===== config.mk =====
export PLATFORM = sky130hd
export DESIGN_NAME = spoc_smart_pin
export DESIGN_NICKNAME = d
export VERILOG_FILES = /design/src/spoc_pkg.sv /design/src/spoc_noise_if.sv /design/src/spoc_lfsr.sv /design/src/spoc_smart_pin.sv
export VERILOG_INCLUDE_DIRS = /design/src
export SDC_FILE = /design/constraint.sdc
export NUM_CORES = 1
export LEC_CHECK = 0
export ABC_CLOCK_PERIOD_IN_PS = 2200
export BUFFER_PORTS_ARGS = -buffer_cell sky130_fd_sc_hd__buf_2
export CAP_MARGIN = 10
export CORE_MARGIN = 2
export CORE_UTILIZATION = 53
export CTS_BUF_LIST = sky130_fd_sc_hd__clkbuf_4 sky130_fd_sc_hd__clkbuf_8 sky130_fd_sc_hd__clkbuf_16
export DETAILED_ROUTE_END_ITERATION = 10
export PLACE_DENSITY = 0.87
export SLEW_MARGIN = 25
export SYNTH_ARGS = -nofsm -noshare
export SYNTH_HDL_FRONTEND = slang
export SYNTH_HIERARCHICAL = 1
export SYNTH_SLANG_ARGS = --single-unit

===== constraint.sdc =====
create_clock -name clk -period 2.2 [get_ports clk]
set_input_delay 0.33 -clock clk [delete_from_list [all_inputs] [get_ports clk]]
set_output_delay 0.33 -clock clk [all_outputs]
set_load 0.005 [all_outputs]

===== src/spoc_params.svh =====
`ifndef SPOC_PARAMS_SVH
`define SPOC_PARAMS_SVH

// ---------------------------------------------------------------------------
// Pin bus layout
// ---------------------------------------------------------------------------
`define SPOC_BUS_WR       33
`define SPOC_BUS_ACK      32
`define SPOC_TGT_HI       1
`define SPOC_TGT_LO       0
`define SPOC_RES_FLAG     32

// ---------------------------------------------------------------------------
// Mode word fields
// ---------------------------------------------------------------------------
`define SPOC_SEL_HI       5
`define SPOC_SEL_LO       1
`define SPOC_TT_HI        7
`define SPOC_TT_LO        6
`define SPOC_DACSEL_HI    20
`define SPOC_DACSEL_LO    18
`define SPOC_DAC_CODE     3'h5
`define SPOC_LVL_HI       15
`define SPOC_LVL_LO       8
`define SPOC_NIBH_HI      15
`define SPOC_NIBH_LO      12
`define SPOC_NIBL_HI      11
`define SPOC_NIBL_LO      8
`define SPOC_CLKD_BIT     16
`define SPOC_INV_IN_BIT   15
`define SPOC_INV_OUT_BIT  14

// ---------------------------------------------------------------------------
// Codes and reset values
// ---------------------------------------------------------------------------
`define SPOC_SEL_OFF      5'h00
`define SPOC_SEL_DAC_LAST 5'h03
`define SPOC_RST_WORD     32'h0000_0000
`define SPOC_RST_LVL      8'h00
`define SPOC_RST_CHAN     4'h0
`define SPOC_LFSR_W       16
`define SPOC_LFSR_TAPS    16'hB400
`define SPOC_SEED_BASE    16'hACE1

`endif


===== src/spoc_pkg.sv =====
package spoc_pkg;

  typedef enum logic {
    SPOC_BUS_IDLE = 1'h0,
    SPOC_BUS_DATA = 1'h1
  } spoc_bus_st_t;

  typedef enum logic [1:0] {
    SPOC_TGT_NONE = 2'h0,
    SPOC_TGT_MODE = 2'h1,
    SPOC_TGT_X    = 2'h2,
    SPOC_TGT_Y    = 2'h3
  } spoc_tgt_t;

  typedef enum logic [1:0] {
    SPOC_TT_00 = 2'h0,
    SPOC_TT_01 = 2'h1,
    SPOC_TT_10 = 2'h2,
    SPOC_TT_11 = 2'h3
  } spoc_tt_t;

endpackage


===== src/spoc_noise_if.sv =====
`timescale 1ns/100ps
interface spoc_noise_if;
  logic run;
  logic noise_bit;

  modport src (
    input  run,
    output noise_bit
  );

  modport snk (
    output run,
    input  noise_bit
  );
endinterface


===== src/spoc_lfsr.sv =====
`timescale 1ns/100ps
`include "spoc_params.svh"

module spoc_lfsr #(
  parameter logic [`SPOC_LFSR_W-1:0] SEED = `SPOC_SEED_BASE
) (
  input wire logic   clk,
  input wire logic   arst_n,
  spoc_noise_if.src  nz
);

  logic [`SPOC_LFSR_W-1:0] state_q;

  // ---------------------------------------------------------------------------
  // Galois shift register, advances only while run is high
  // ---------------------------------------------------------------------------
  always_ff @(posedge clk or negedge arst_n) begin
    if (!arst_n) begin
      state_q <= SEED;
    end else if (nz.run) begin
      if (state_q[0]) begin
        state_q <= (state_q >> 1) ^ `SPOC_LFSR_TAPS;
      end else begin
        state_q <= state_q >> 1;
      end
    end
  end

  assign nz.noise_bit = state_q[0];

endmodule // spoc_lfsr


===== src/spoc_smart_pin.sv =====
// What this block does
// - Odd pin companion is even partner inverted
// - Even pin companion is per-pin noise bit
// - Codes 4-31: smart output overrides latch and companion while smart_drive is high
// - Mode bits 20:18 equal 101 mean DAC
// - Off, no DAC: direction enables, TT picks source
// - Off, DAC: 00 level, 10 latch, 11 companion
// - Off, DAC, 01: latch enables ADC, channel
// - Smart on: TT bit 0 alone sets enable, except codes 1-3 in DAC
// - Codes 1-3: latch/companion enable DAC, smart level
// - Codes 4-31: smart merged drive, nibble in DAC
// - Even pin pairs with the next odd pin
// - Smart on: direction is active-low smart reset
// - Codes 4-31 ignore the output latch while smart_drive is high
// - Smart on: input flag reports events
// - Mode, X, Y write-only; result read-only
// - Two-clock accesses, 32-bit data word
// - Write-ack and read-ack acknowledge; quiet read not
// - 34-bit input bus, 33-bit output bus
// - Clocked input path updates on edges only
// - Direction 0 floats, 1 drives, when off outside DAC
// - Acknowledge drops the flag two clocks later
`timescale 1ns/100ps
`include "spoc_params.svh"

module spoc_smart_pin #(
  parameter logic [5:0] PIN_NUM = 6'h00
) (
  input  wire logic        clk,
  input  wire logic        arst_n,
  input  wire logic [33:0] pin_bus_in,
  output logic      [32:0] pin_bus_out,
  input  wire logic        dir_bit,
  input  wire logic        out_bit,
  input  wire logic        pad_in,
  input  wire logic        partner_out,
  input  wire logic        smart_out,
  input  wire logic        smart_drive,
  input  wire logic [7:0]  smart_dac_level,
  input  wire logic        smart_event,
  input  wire logic [31:0] smart_result,
  output logic             pad_out,
  output logic             pad_oe,
  output logic             dac_en,
  output logic      [7:0]  dac_level,
  output logic             adc_en,
  output logic      [3:0]  adc_chan,
  output logic             in_flag,
  output logic             own_out,
  output logic             smart_rst_n,
  output logic      [31:0] pin_mode_config_q,
  output logic      [31:0] first_parameter_q,
  output logic      [31:0] second_parameter_q
);

  // ---------------------------------------------------------------------------
  // Declarations
  // ---------------------------------------------------------------------------
  spoc_pkg::spoc_bus_st_t bus_st_q;
  spoc_pkg::spoc_tgt_t    tgt_q;
  spoc_pkg::spoc_tt_t     tt;
  logic [4:0]             func_sel;
  logic                   smart_on;
  logic                   dac_mode;
  logic                   dac_smart;
  logic                   other_bit;
  logic                   pad_s1_q;
  logic                   pad_s2_q;
  logic                   pad_clk_q;
  logic                   pin_state;
  logic                   ack_q;
  logic                   ack_q2;
  logic                   flag_q;
  logic                   pad_out_d;
  logic                   pad_oe_d;
  logic                   dac_en_d;
  logic [7:0]             dac_level_d;
  logic                   adc_en_d;
  logic [3:0]             adc_chan_d;
  logic                   in_flag_d;
  logic                   drive_bit;

  spoc_noise_if nz ();

  // ---------------------------------------------------------------------------
  // Noise source, only meaningful on even pins
  // ---------------------------------------------------------------------------
  assign nz.run = ~PIN_NUM[0];

  spoc_lfsr #(
    .SEED (`SPOC_SEED_BASE ^ {10'h000, PIN_NUM})
  ) u_noise (
    .clk    (clk),
    .arst_n (arst_n),
    .nz     (nz.src)
  );

  // ---------------------------------------------------------------------------
  // Mode word decode
  // ---------------------------------------------------------------------------
  assign func_sel = pin_mode_config_q[`SPOC_SEL_HI:`SPOC_SEL_LO];
  assign tt = spoc_pkg::spoc_tt_t'(
                pin_mode_config_q[`SPOC_TT_HI:`SPOC_TT_LO]);
  assign smart_on = (func_sel != `SPOC_SEL_OFF);
  assign dac_mode = (pin_mode_config_q[`SPOC_DACSEL_HI:`SPOC_DACSEL_LO]
                     == `SPOC_DAC_CODE);
  assign dac_smart = smart_on && (func_sel <= `SPOC_SEL_DAC_LAST);

  // Partner is the adjacent pin of the pair; the outside joins 2n to 2n+1
  assign other_bit = PIN_NUM[0] ? ~partner_out
                                : nz.noise_bit;

  // ---------------------------------------------------------------------------
  // Register access over the pin bus
  // ---------------------------------------------------------------------------
  // Cycle 0 carries the write strobe and target, cycle 1 the data word.
  // Several cores OR onto this bus, so a stray strobe during the data
  // cycle is taken as data, not as a new command.
  always_ff @(posedge clk or negedge arst_n) begin
    if (!arst_n) begin
      bus_st_q <= spoc_pkg::SPOC_BUS_IDLE;
      tgt_q    <= spoc_pkg::SPOC_TGT_NONE;
    end else begin
      unique case (bus_st_q)
        spoc_pkg::SPOC_BUS_IDLE: begin
          if (pin_bus_in[`SPOC_BUS_WR]) begin
            bus_st_q <= spoc_pkg::SPOC_BUS_DATA;
            tgt_q    <= spoc_pkg::spoc_tgt_t'(
                          pin_bus_in[`SPOC_TGT_HI:`SPOC_TGT_LO]);
          end
        end
        spoc_pkg::SPOC_BUS_DATA: begin
          bus_st_q <= spoc_pkg::SPOC_BUS_IDLE;
          tgt_q    <= spoc_pkg::SPOC_TGT_NONE;
        end
      endcase
    end
  end

  always_ff @(posedge clk or negedge arst_n) begin
    if (!arst_n) begin
      pin_mode_config_q  <= `SPOC_RST_WORD;
      first_parameter_q  <= `SPOC_RST_WORD;
      second_parameter_q <= `SPOC_RST_WORD;
    end else if (bus_st_q == spoc_pkg::SPOC_BUS_DATA) begin
      unique case (tgt_q)
        spoc_pkg::SPOC_TGT_MODE: begin
          pin_mode_config_q <= pin_bus_in[31:0];
        end
        spoc_pkg::SPOC_TGT_X: begin
          first_parameter_q <= pin_bus_in[31:0];
        end
        spoc_pkg::SPOC_TGT_Y: begin
          second_parameter_q <= pin_bus_in[31:0];
        end
        spoc_pkg::SPOC_TGT_NONE: begin
        end
      endcase
    end
  end

  // Result and special flag are presented continuously; a quiet read
  // is just a look at this bus and so never touches the event flag.
  always_ff @(posedge clk or negedge arst_n) begin
    if (!arst_n) begin
      pin_bus_out <= {1'h0, `SPOC_RST_WORD};
    end else begin
      pin_bus_out[31:0] <= smart_result;
      pin_bus_out[`SPOC_RES_FLAG] <= smart_on ? flag_q
                                              : smart_result[31];
    end
  end

  // ---------------------------------------------------------------------------
  // Acknowledge and event flag
  // ---------------------------------------------------------------------------
  always_ff @(posedge clk or negedge arst_n) begin
    if (!arst_n) begin
      ack_q  <= 1'h0;
      ack_q2 <= 1'h0;
    end else begin
      ack_q  <= (bus_st_q == spoc_pkg::SPOC_BUS_IDLE)
                && pin_bus_in[`SPOC_BUS_ACK];
      ack_q2 <= ack_q;
    end
  end

  // A fresh event in the clearing cycle wins, so no event is lost
  always_ff @(posedge clk or negedge arst_n) begin
    if (!arst_n) begin
      flag_q <= 1'h0;
    end else if (!smart_on || !dir_bit) begin
      flag_q <= 1'h0;
    end else if (smart_event) begin
      flag_q <= 1'h1;
    end else if (ack_q2) begin
      flag_q <= 1'h0;
    end
  end

  // ---------------------------------------------------------------------------
  // Pad input path
  // ---------------------------------------------------------------------------
  always_ff @(posedge clk or negedge arst_n) begin
    if (!arst_n) begin
      pad_s1_q  <= 1'h0;
      pad_s2_q  <= 1'h0;
      pad_clk_q <= 1'h0;
    end else begin
      pad_s1_q  <= pad_in;
      pad_s2_q  <= pad_s1_q;
      pad_clk_q <= pad_s2_q;
    end
  end

  // Live path still passes the synchroniser; only the extra stage goes
  assign pin_state = (pin_mode_config_q[`SPOC_CLKD_BIT] ? pad_clk_q
                                                        : pad_s2_q)
                     ^ pin_mode_config_q[`SPOC_INV_IN_BIT];

  // ---------------------------------------------------------------------------
  // Output source selection
  // ---------------------------------------------------------------------------
  // In codes 4-31, smart output wins whenever the function claims the drive
  assign drive_bit = smart_drive ? smart_out
                                 : (tt[1] ? other_bit : out_bit);

  always_comb begin
    pad_out_d   = 1'h0;
    pad_oe_d    = 1'h0;
    dac_en_d    = 1'h0;
    dac_level_d = `SPOC_RST_LVL;
    adc_en_d    = 1'h0;
    adc_chan_d  = `SPOC_RST_CHAN;
    in_flag_d   = pin_state;
    if (!smart_on) begin
      if (!dac_mode) begin
        pad_oe_d  = dir_bit;
        pad_out_d = (tt[1] ? other_bit : out_bit)
                    ^ pin_mode_config_q[`SPOC_INV_OUT_BIT];
      end else begin
        unique case (tt)
          spoc_pkg::SPOC_TT_00: begin
            dac_en_d    = dir_bit;
            dac_level_d = pin_mode_config_q[`SPOC_LVL_HI:`SPOC_LVL_LO];
          end
          spoc_pkg::SPOC_TT_01: begin
            adc_en_d   = out_bit;
            adc_chan_d = pin_mode_config_q[`SPOC_NIBL_HI:`SPOC_NIBL_LO];
          end
          spoc_pkg::SPOC_TT_10: begin
            dac_en_d    = dir_bit;
            dac_level_d = nibble_level(out_bit);
          end
          spoc_pkg::SPOC_TT_11: begin
            dac_en_d    = dir_bit;
            dac_level_d = nibble_level(other_bit);
          end
        endcase
      end
    end else begin
      in_flag_d = flag_q;
      if (dac_smart && dac_mode) begin
        dac_en_d    = tt[1] ? other_bit : out_bit;
        dac_level_d = smart_dac_level;
      end else if (dac_mode) begin
        dac_en_d    = tt[0];
        dac_level_d = nibble_level(drive_bit);
      end else begin
        pad_oe_d  = tt[0];
        pad_out_d = (dac_smart ? (tt[1] ? other_bit : out_bit)
                               : drive_bit)
                    ^ pin_mode_config_q[`SPOC_INV_OUT_BIT];
      end
    end
  end

  // Doubled nibble keeps the full 8-bit scale from a 4-bit setting
  function automatic logic [7:0] nibble_level(input logic hi);
    logic [3:0] nib;
    nib = hi ? pin_mode_config_q[`SPOC_NIBH_HI:`SPOC_NIBH_LO]
             : pin_mode_config_q[`SPOC_NIBL_HI:`SPOC_NIBL_LO];
    return {nib, nib};
  endfunction

  // ---------------------------------------------------------------------------
  // Registered outputs
  // ---------------------------------------------------------------------------
  always_ff @(posedge clk or negedge arst_n) begin
    if (!arst_n) begin
      pad_out   <= 1'h0;
      pad_oe    <= 1'h0;
      dac_en    <= 1'h0;
      dac_level <= `SPOC_RST_LVL;
      adc_en    <= 1'h0;
      adc_chan  <= `SPOC_RST_CHAN;
      in_flag   <= 1'h0;
      own_out   <= 1'h0;
    end else begin
      pad_out   <= pad_out_d;
      pad_oe    <= pad_oe_d;
      dac_en    <= dac_en_d;
      dac_level <= dac_level_d;
      adc_en    <= adc_en_d;
      adc_chan  <= adc_chan_d;
      in_flag   <= in_flag_d;
      own_out   <= pad_out_d;
    end
  end

  // Holding direction low keeps the function in reset while the core
  // loads mode and parameters; the core is trusted to do so first.
  always_ff @(posedge clk or negedge arst_n) begin
    if (!arst_n) begin
      smart_rst_n <= 1'h0;
    end else begin
      smart_rst_n <= smart_on && dir_bit;
    end
  end

endmodule // spoc_smart_pin


* Yosys cells after proc, flatten, opt, wreduce, memory -nomap -nowiden
Index checks and enable logic that the tools add are counted.
** Word-level totals
- Register bits :: 172
- Input port bits :: 83
- Output and inout port bits :: 148
- Word-level logic and storage cells :: 90
** Cells by class
- $lt $le $gt $ge :: 1
- Eq/ne operators :: 8
- Muxes and demuxes :: 41
- Bitwise operators :: 5
- Reduce and logical (&&, ||, !) cells :: 14
** Operators with widths (count)
- $mux 8 :: 4
- $mux 1 :: 26
- $mux 4 :: 6
- $pmux 8 s3 :: 1
- $mux 16 :: 1
- $eq 2x2->1 const B :: 4
- $reduce_and 2->1 :: 3
- $le 5x2->1 const B :: 1
- $reduce_bool 5->1 :: 1
- $eq 2x1->1 const B :: 2
- $logic_and 1x1->1 :: 4
- $not 3->4 :: 1
- $pmux 2 s2 :: 1
- $eq 3x3->1 const B :: 1
- $reduce_bool 3->1 :: 1
- $reduce_or 3->1 :: 1
- $xor 1x1->1 :: 3
- $logic_not 1->1 :: 2
- $logic_not 2->1 :: 1
- $mux 2 :: 1
- $ne 2x2->1 const B :: 1
- $pmux 1 s2 :: 1
- $logic_or 1x1->1 :: 1
- $not 1->1 :: 1

* Longest topological paths before layout
Gate-level depths: netlist of the first run.
- Word-level depth :: 7
- Gate-level depth with buffers :: 5
- Depth with buffers taken out :: 4

* By module
The synthesis of the first run kept the hierarchy.
** Modules (own cells, without submodules)
- spoc_smart_pin :: instances 1, cells an instance 365, area each 5738.0 sq um, seq. area each 3903.7 sq um
- spoc_lfsr :: instances 1, cells an instance 40, area each 655.6 sq um, seq. area each 410.4 sq um

* Worst setup path after synthesis of the first run
OpenSTA, ideal clock, no wires.
- Path type :: register -> register
- From :: register u_noise.state_q[0]
- To :: register dac_level[2]
- Setup time :: 143 ps
- Arrival time :: 1354 ps
- Data required time :: 2057 ps
- Setup slack :: 703 ps
- Stages on the path, launching flop included :: 6
- Buffers on the path :: 1
- Period minus slack after synthesis :: 1497 ps
- Path through :: dfstp_2 buf_6 mux2_4 mux2i_4 mux2i_1 o221ai_1
** Between the ends
- Cells in the longest elaborated chain, start to end :: 6
- Elaborated cells on any way between the ends :: 9
- Classes of those cells :: 9 x mux
** Ends and longest elaborated chain
- start: declaration :: line spoc_lfsr.sv:12 : logic [`SPOC_LFSR_W-1:0] state_q;
- start signal: assignment :: line spoc_lfsr.sv:22 : state_q <= (state_q >> 1) ^ `SPOC_LFSR_TAPS;
- start signal: assignment :: line spoc_lfsr.sv:24 : state_q <= state_q >> 1;
- $mux 1 :: line spoc_smart_pin.sv:226 : : (tt[1] ? other_bit : out_bit);
- $mux 1 :: line spoc_smart_pin.sv:225 : assign drive_bit = smart_drive ? smart_out
- $mux 4 :: line spoc_smart_pin.sv:281 : nib = hi ? pin_mode_config_q[`SPOC_NIBH_HI:`SPOC_NIBH_LO]
- $mux 8 :: line spoc_smart_pin.sv:266 : end else if (dac_mode) begin
- $mux 8 :: line spoc_smart_pin.sv:263 : if (dac_smart && dac_mode) begin
- $mux 8 * :: line spoc_smart_pin.sv:236 : if (!smart_on) begin
- net dac_level_d[2] :: line spoc_smart_pin.sv:77 : logic [7:0] dac_level_d;
- end signal: assignment :: line spoc_smart_pin.sv:294 : dac_level <= `SPOC_RST_LVL;
- end signal: assignment :: line spoc_smart_pin.sv:303 : dac_level <= dac_level_d;
- end: declaration :: line spoc_smart_pin.sv:45 : output logic [7:0] dac_level,
The timed path passes the listed nets; every way through them passes the cells marked *.
A chain may end at the register's enable or synchronous reset.

* Final worst setup path of the first run
- From :: register pin_mode_config_q[4]
- To :: register adc_chan[3]
** Between the ends
- Cells in the longest elaborated chain, start to end :: 2
** Ends and longest elaborated chain
- start: declaration :: line spoc_smart_pin.sv:51 : output logic [31:0] pin_mode_config_q,
- start signal: assignment :: line spoc_smart_pin.sv:142 : pin_mode_config_q <= `SPOC_RST_WORD;
- start signal: assignment :: line spoc_smart_pin.sv:148 : pin_mode_config_q <= pin_bus_in[31:0];
- $reduce_bool 5->1 (no line)
- $mux 4 :: line spoc_smart_pin.sv:236
- net adc_chan_d[3] :: line spoc_smart_pin.sv:79 : logic [3:0] adc_chan_d;
- end signal: assignment :: line spoc_smart_pin.sv:296 : adc_chan <= `SPOC_RST_CHAN;
- end signal: assignment :: line spoc_smart_pin.sv:305 : adc_chan <= adc_chan_d;
- end: declaration :: line spoc_smart_pin.sv:47 : output logic [3:0] adc_chan,
The timed path passes the listed nets, and every way through them passes these cells.

==> key figures, run 1 <==
Outcome
  – Status: finished clean

Floorplanning
  – Horiz. Die Dim: around 110 um
  – # rows: 40
  – Top-level I/O count: ~230
  – Die height: between 100 and 150 um
  – Starting Density: 53.7%
  – Core Box Area: about 12000 um2
  – Die area: approximately 13000 um2

Logic synthesis
  – Primary FF master, synth: dfrtp_1
  – Synth Area in Simple Gates: under 10%
  – Mean Syn Cell Area: 15.8 um2
  – Syn Std Cell Area: 6390 um2
  – Yosys warning total: 6
  – Syn nets: approximately 500
  – Post-synthesis sequential area ratio: about two thirds
  – Top cell type's share of synthesized area: about 64%
  – Top cells by area, synth: dfrtp_1, mux2_2, mux2_1
  – Largest family of logic cells by synthesized area: multiplexers
  – Post-synth EDFFs: 0
  – Most instantiated library cell after synthesis: dfrtp_1
  – Post-synth ARST share: 100%
  – Synth Area in Compound Gates: approximately 3.2%
  – Synthesis-stage register bit count: 172
  – Synth unique cells: 39
  – Post-synthesis adder-cell area fraction: 0%
  – Commonest cells in the netlist: dfrtp_1, mux2_2, mux2_1
  – Yosys top cell by area: dfrtp_1
  – Cells after Synth: just over 400
  – Post-synthesis mux area share: between 20% and 30%
  – Post-Synth XOR/XNOR Area: less than 1%

STA
  – Period utilization: around 78%
  – Fmax: slightly below 600 MHz
  – Worst-Margin Slew: 0.510 ns
  – Final min period: 1.71 ns
  – RSZ-0062 raised after global routing: false
  – Final hold violation count: 0
  – Count of pins over their slew limit: 0
  – Max-slew headroom: approximately two thirds
  – Final Setup Violations: 0
  – Final TNS setup: 0 ns
  – Final worst slack: between 0.4 and 0.5 ns
  – Layout Skew: 0.00933 ns

Power and ir drop
  – Pwr/cell area: between 1000 and 1500 nW/um2
  – Max VDD drop: between 0.7 and 0.8 mV
  – Pleak: roughly 4.1 nW
  – Final Power: just over 10 mW

CTS
  – CTS H-tree depth: 4
  – CTS tree: yes
  – CTS root buf: clkbuf_16
  – Maximum root-to-sink buffer count: 2
  – Clock-pin slew on the worst setup and hold paths: around 0.060 ns
  – Clk Latency, worst-skew pair: around 0.42 ns
  – Post-cts repair resize count: 0
  – CTS Buf Count: 17
  – CTS sink cnt: 172

GRT
  – First-pass GRT wire length: about 25 mm
  – All-Layer GR Usage: between 20 and 25%
  – GR Overflow Total: 0
  – Initial antenna violation count: 0
  – Vias in the first global route: 4760
  – Largest net degree at the start of global routing: 77

Layout
  – Non-filler cells, final: 829
  – Antenna Cells: 0
  – Share of cells above drive strength 1: between 50% and 60%
  – Nets@finish: between 700 and 800
  – Area delta synth->final: 33.9%

Placed design
  – Placed Cells: ~770
  – Port Buf Inserts: 229
  – Placement Setup Slack: around 0.54 ns
  – Gpl congestion: around 0.85
  – DPL Wire Length: 10.3 mm

Setup path
  – CP Data Required Time: about 2.6 ns
  – CP max FO: 6
  – Setup CP Type: flip-flop to flip-flop
  – CP Capture Type: flip-flop
  – CP arrival: 2.06 ns
  – Crit start category: flip-flop

Hold path
  – HP Class: input port to flip-flop

Detailed routing
  – DR pass1 iterations: 5
  – Average wire per standard cell: ~19 um
  – # DRC: 0
  – Detail Route Antenna Nets: 0
  – Via Count: 4400
  – Initial DRC count: approximately 240
  – Via density: between 5 and 6
  – Routed wire length: approximately 16 mm

Job
  – # Max-Cap Violations: 0
[cells in the final DEF (no fill, tap or decap), types with 2 or more instances in the layout]
cell	count
clkinvlp_4	4
dlygate4sd3_1	23
clkinv_4	2
clkinv_2	2
buf_12	2
mux2_1	42
nor2_1	17
mux2_4	5
nand3_1	2
mux2_2	63
buf_2	228
inv_6	2
buf_4	7
xnor2_1	3
clkbuf_16	17
and3_1	2
nand3b_1	3
dfstp_2	8
nand2_1	15
o221ai_1	8
a32o_1	4
dfrtp_1	164
a211oi_1	5
nor3_2	2
and2_1	5
and3_2	2
xor2_1	2
nor2b_1	5
a21oi_1	6
bufinv_16	3
mux2i_1	12
[final timing paths]
path	from	cells past startpoint	slack (ns)	end
max reg2reg	pin_mode_config_q[4]	4	0.49	adc_chan[3]
max in group asynchronous	arst_n	3	1.15	u_noise/state_q[11]
min reg2reg	pad_s1_q	0	0.35	pad_s2_q
min	smart_result[1]	1	0.02	pin_bus_out[1]
min in group asynchronous	arst_n	2	0.35	first_parameter_q[18]
max	pin_mode_config_q[4]	4	0.49	adc_chan[3]
[flip-flops by register name (all words and copies together), names as in the netlist]
| signal | cells |
|---|---|
| tgt_q | 2 |
| dac_en | 1 |
| pad_clk_q | 1 |
| pin_bus_out | 33 |
| u_noise/state_q | 16 |
| own_out | 1 |
| pin_mode_config_q | 32 |
| pad_s1_q | 1 |
| dac_level | 8 |
| pad_s2_q | 1 |
| bus_st_q | 1 |
| first_parameter_q | 32 |
| flag_q | 1 |
| second_parameter_q | 32 |
| ack_q | 1 |
| in_flag | 1 |
| pad_oe | 1 |
| smart_rst_n | 1 |
| ack_q2 | 1 |
| adc_chan | 4 |
| adc_en | 1 |
[critical path, cell delays in order, from the launching register on]
cell,delay (ns)
dfrtp_1,0.44
nor3_2,0.37
nand2_1,0.22
nor3_1,0.41
and2_1,0.20
[cells by family after synthesis]
logic type	Yosys count
compound gates	27
xor+xnor	5
buf+inv	17
flops	172
mux	123
other cells	1
simple gates	60
[timing repair]
item / 4_1_cts / 5_1_grt
hold buffers: 23 / 0
hold endpoints to repair: 42 / 0
buffers inserted: 0 / 0
[power breakdown]
part | switching, mW | total (mW) | internal [mW] | leakage [nW]
clock | 1.24 | 3.08 | 1.84 | 0.289
combinational | 1.06 | 2.37 | 1.31 | 1.82
sequential | 0.598 | 4.65 | 4.06 | 2.03
[per-layer routing]
metal  global-route usage [%]  vias up  part of all wire (%)  wire length (um)
met5                        0        -                     0                 0
met4                     10.8        0                   1.9               302
met3                     8.40       28                   8.0              1250
met2                     42.6      198                    52              8130
met1                     29.0     2217                    38              5870
li1                         -     1957                     -                 -
[cell type report]
type	instances	area, um2
Fill cell	774	3350
Clock inverter	13	165
Inverter	1	3.75
Timing Repair Buffer	261	1480
Clock buffer	19	447
Tap cell	147	184
Sequential cell	172	4310
Multi-Input combinational cell	216	1970
[metrics by stage]
| stage | hold WS (ns) | area, um2 | utilization [%] |
|---|---|---|---|
| 3_5_place_dp | 0.196 | 7720 | 64.8 |
| 2_1_floorplan | 0.0344 | 6390 | - |
| 4_1_cts | 0.000821 | 8560 | 71.9 |
| 5_1_grt | 0.00699 | 8560 | 71.9 |
| 3_3_place_gp | 0.193 | 7720 | 64.8 |
| 6_report | 0.0182 | 8560 | 71.9 |
(Power assumes the default switching activity.)
==> run 2, diff against run 1 <==
--- a/config.mk
+++ b/config.mk
@@ -6,14 +6,14 @@
 export SDC_FILE = /design/constraint.sdc
 export NUM_CORES = 1
 export LEC_CHECK = 0
-export ABC_CLOCK_PERIOD_IN_PS = 2200
+export ABC_CLOCK_PERIOD_IN_PS = 1680
 export BUFFER_PORTS_ARGS = -buffer_cell sky130_fd_sc_hd__buf_2
 export CAP_MARGIN = 10
 export CORE_MARGIN = 2
-export CORE_UTILIZATION = 53
+export CORE_UTILIZATION = 49
 export CTS_BUF_LIST = sky130_fd_sc_hd__clkbuf_4 sky130_fd_sc_hd__clkbuf_8 sky130_fd_sc_hd__clkbuf_16
 export DETAILED_ROUTE_END_ITERATION = 10
-export PLACE_DENSITY = 0.87
+export PLACE_DENSITY = 0.81
 export SLEW_MARGIN = 25
 export SYNTH_ARGS = -nofsm -noshare
 export SYNTH_HDL_FRONTEND = slang
==> constraint.sdc (replaced) <==
create_clock -name clk -period 1.68 [get_ports clk]
set_input_delay 0.252 -clock clk [delete_from_list [all_inputs] [get_ports clk]]
set_output_delay 0.252 -clock clk [all_outputs]
set_load 0.005 [all_outputs]
==> run 2 against run 1 <==
- maximum frequency increased by 8.7%
- setup slack got worse by 0.38 ns
- first-iteration DRC count is 3.7% lower
- clock skew decreased by 0.0037 ns
- critical endpoint is now dac_level[4]
- register-to-register slack lost 0.38 ns
- largest power group unchanged
- combinational power rose by 33%
- final cell count grew 5.2%
- sequential share of layout area down 1.2 points
==> key figures, run 2 (synthesis gave the netlist of run 1 again) <==
Setup path
  – CP Data Required Time: 1.96 ns (-0.59 ns)
  – CP bufs+invs: 0 (unchanged)
  – Critical-path cell list: mux2_4 -> mux2i_4 -> mux2i_1 -> o221ai_1
  – Setup CP Type: flip-flop to flip-flop
  – CP max FO: 10 (+4)
  – CP arrival: 1.84 ns (-0.22 ns)
  – Slowest cell on crit path: dfstp_2
  – CP Capture Type: flip-flop
  – Max stage delay on crit path: 0.45 ns (about the same)
  – Reg2reg path depth: 4 (unchanged)
  – Cell family with most CP delay: multiplexers
  – Crit path depth: 4 (unchanged)
  – Crit start category: flip-flop

Placed design
  – Placed Cells: 805 (+4.0%)
  – Placement Setup Slack: 0.130 ns (-0.413 ns)
  – DPL Wire Length: 10.8 mm (+4.3%)
  – Gpl congestion: 0.845 (-1.0%)
  – Port Buf Inserts: 229 (unchanged)

Power and ir drop
  – Pwr/cell area: 1490 nW/um2 (+26%)
  – Pleak: 4.22 nW (+2.0%)
  – Max VDD drop: 0.789 mV (+6.8%)
  – Final Power: 13.1 mW (+29%)

CTS
  – CTS tree: yes
  – CTS root buf: clkbuf_16
  – CTS Buf Count: 17 (unchanged)
  – CTS sink cnt: 172 (unchanged)
  – CTS H-tree depth: 4 (unchanged)
  – Clk Latency, worst-skew pair: 0.41 ns (about the same)
  – Maximum root-to-sink buffer count: 2 (unchanged)
  – Clock-pin slew on the worst setup and hold paths: 0.06 ns (about the same)

Layout
  – Antenna Cells: 0 (unchanged)
  – Commonest non-fill, non-tap cell in the layout: buf_2
  – Non-filler cells, final: 872 (+5.2%)
  – Commonest cells after routing, fill and taps aside: buf_2, dfrtp_1, mux2_2
  – Largest Register: pin_bus_out
  – Largest register FFs: 33 (unchanged)
  – Nets@finish: 770 (+2.4%)
  – Share of cells above drive strength 1: 51.9% (-0.20 points)
  – Area delta synth->final: 37.0%

Floorplanning
  – Die area: 14000 um2 (+7.9%)
  – Core Box Area: 12700 um2 (+6.4%)
  – Horiz. Die Dim: 118 um (+3.9%)
  – Starting Density: 50.5% (-3.2 points)
  – # rows: 41 (+2.5%)
  – Die height: 118 um (+3.9%)
  – Top-level I/O count: 231 (unchanged)

STA
  – Final min period: 1.57 ns (-0.137 ns)
  – Fmax: 637 MHz (+8.7%)
  – RSZ-0062 raised after global routing: false
  – Final TNS setup: 0 ns (unchanged)
  – Final worst slack: 0.111 ns (-0.383 ns)
  – Period utilization: 93.4% (+16 points)
  – Layout Skew: 0.00566 ns (-0.00367 ns)
  – Final hold violation count: 0 (unchanged)
  – Count of pins over their slew limit: 0 (unchanged)
  – Final Setup Violations: 0 (unchanged)

GRT
  – Vias in the first global route: 4945 (+3.9%)
  – Initial antenna violation count: 0 (unchanged)
  – Largest net degree at the start of global routing: 53 (-31%)
  – All-Layer GR Usage: 23.3% (-1.7 points)
  – GR Overflow Total: 0 (unchanged)
  – First-pass GRT wire length: 25.4 mm (+2.4%)

Outcome
  – Status: finished clean

Detailed routing
  – Routed wire length: 15.5 mm (-0.11%)
  – Via density: 5.09 (-4.1%)
  – Via Count: 4439 (+0.89%)
  – Initial DRC count: 235 (-3.7%)
  – DR pass1 iterations: 4 (-1)
  – Average wire per standard cell: 17.8 um (-5.0%)
  – Detail Route Antenna Nets: 0 (unchanged)
  – # DRC: 0 (unchanged)

Hold path
  – Hold path depth: 3 (+2)
  – HP Class: input port to flip-flop

Job
  – # Max-Cap Violations: 0 (unchanged)
## run 2: changes by cell type in the layout (fill, tap and decap cells not counted)
cell / before / now
dlygate4sd3_1: 23 / 34
nor3_1: 1 / 0
clkinvlp_4: 4 / 3
buf_12: 2 / 4
bufinv_16: 3 / 2
buf_4: 7 / 12
clkinv_4: 2 / 4
clkbuf_4: 1 / 0
clkbuf_8: 1 / 0
inv_6: 2 / 4
nor3_2: 2 / 3
## run 2: layer usage
metal,global-route usage [%],wire length [um],share of wire (%),vias to the layer above
met5,0,0,0,-
met2,39.5,8030,52,190
met3,7.48,1100,7.1,34
li1,-,-,-,2001
met1,27.5,6030,39,2214
met4,9.71,365,2.4,0
## run 2: layout make-up
cell class / instances / area [um2]
multi-input cells: 216 / 1980
clock buffers: 17 / 425
clock inverters: 15 / 163
inverters: 1 / 3.75
repair buffers: 279 / 1660
flip-flops and latches: 172 / 4310
well taps: 172 / 215
fillers: 879 / 3910
## run 2: worst paths after layout
| check | from | slack, ns | endpoint |
|---|---|---|---|
| setup / recovery | u_noise/state_q[0] | 0.11 | dac_level[4] |
| hold / removal | smart_dac_level[1] | 0.07 | dac_level[1] |
| setup reg to reg | u_noise/state_q[0] | 0.11 | dac_level[4] |
| hold reg to reg | ack_q | 0.35 | ack_q2 |
| max in group asynchronous | arst_n | 0.70 | u_noise/state_q[15] |
| min in group asynchronous | arst_n | 0.31 | pin_bus_out[19] |
## run 2: worst min-delay path, delay by kind of cell
kind / cells / cell delay (ns)
buffers and inverters: 1 / 0.08
AO/OA/AOI/OAI: 1 / 0.07
AND/OR/NAND/NOR: 1 / 0.04
## run 2: what timing repair did
action / in CTS / in global routing
hold endpoints to repair: 68 / 0
hold buffers: 34 / 0
resized for setup: 0 / 1
endpoints found under the setup margin: 0 / 12
setup buffers: 0 / 1
## run 2: metrics by stage
stage	hold slack [ns]	util (%)	area, um2
final	0.0660	69.2	8760
after global placement	0.198	61.7	7820
after floorplan	-0.0436	-	6390
after detailed placement	0.205	61.7	7820
after CTS	0.0423	69.1	8750
after global routing	0.0565	69.2	8760
## run 2: power by group
part,internal (mW),switching [mW],total (mW)
Sequential,5.31,0.761,6.07
Combinational,1.77,1.39,3.16
Clock,2.21,1.62,3.84
Total,9.29,3.77,13.1
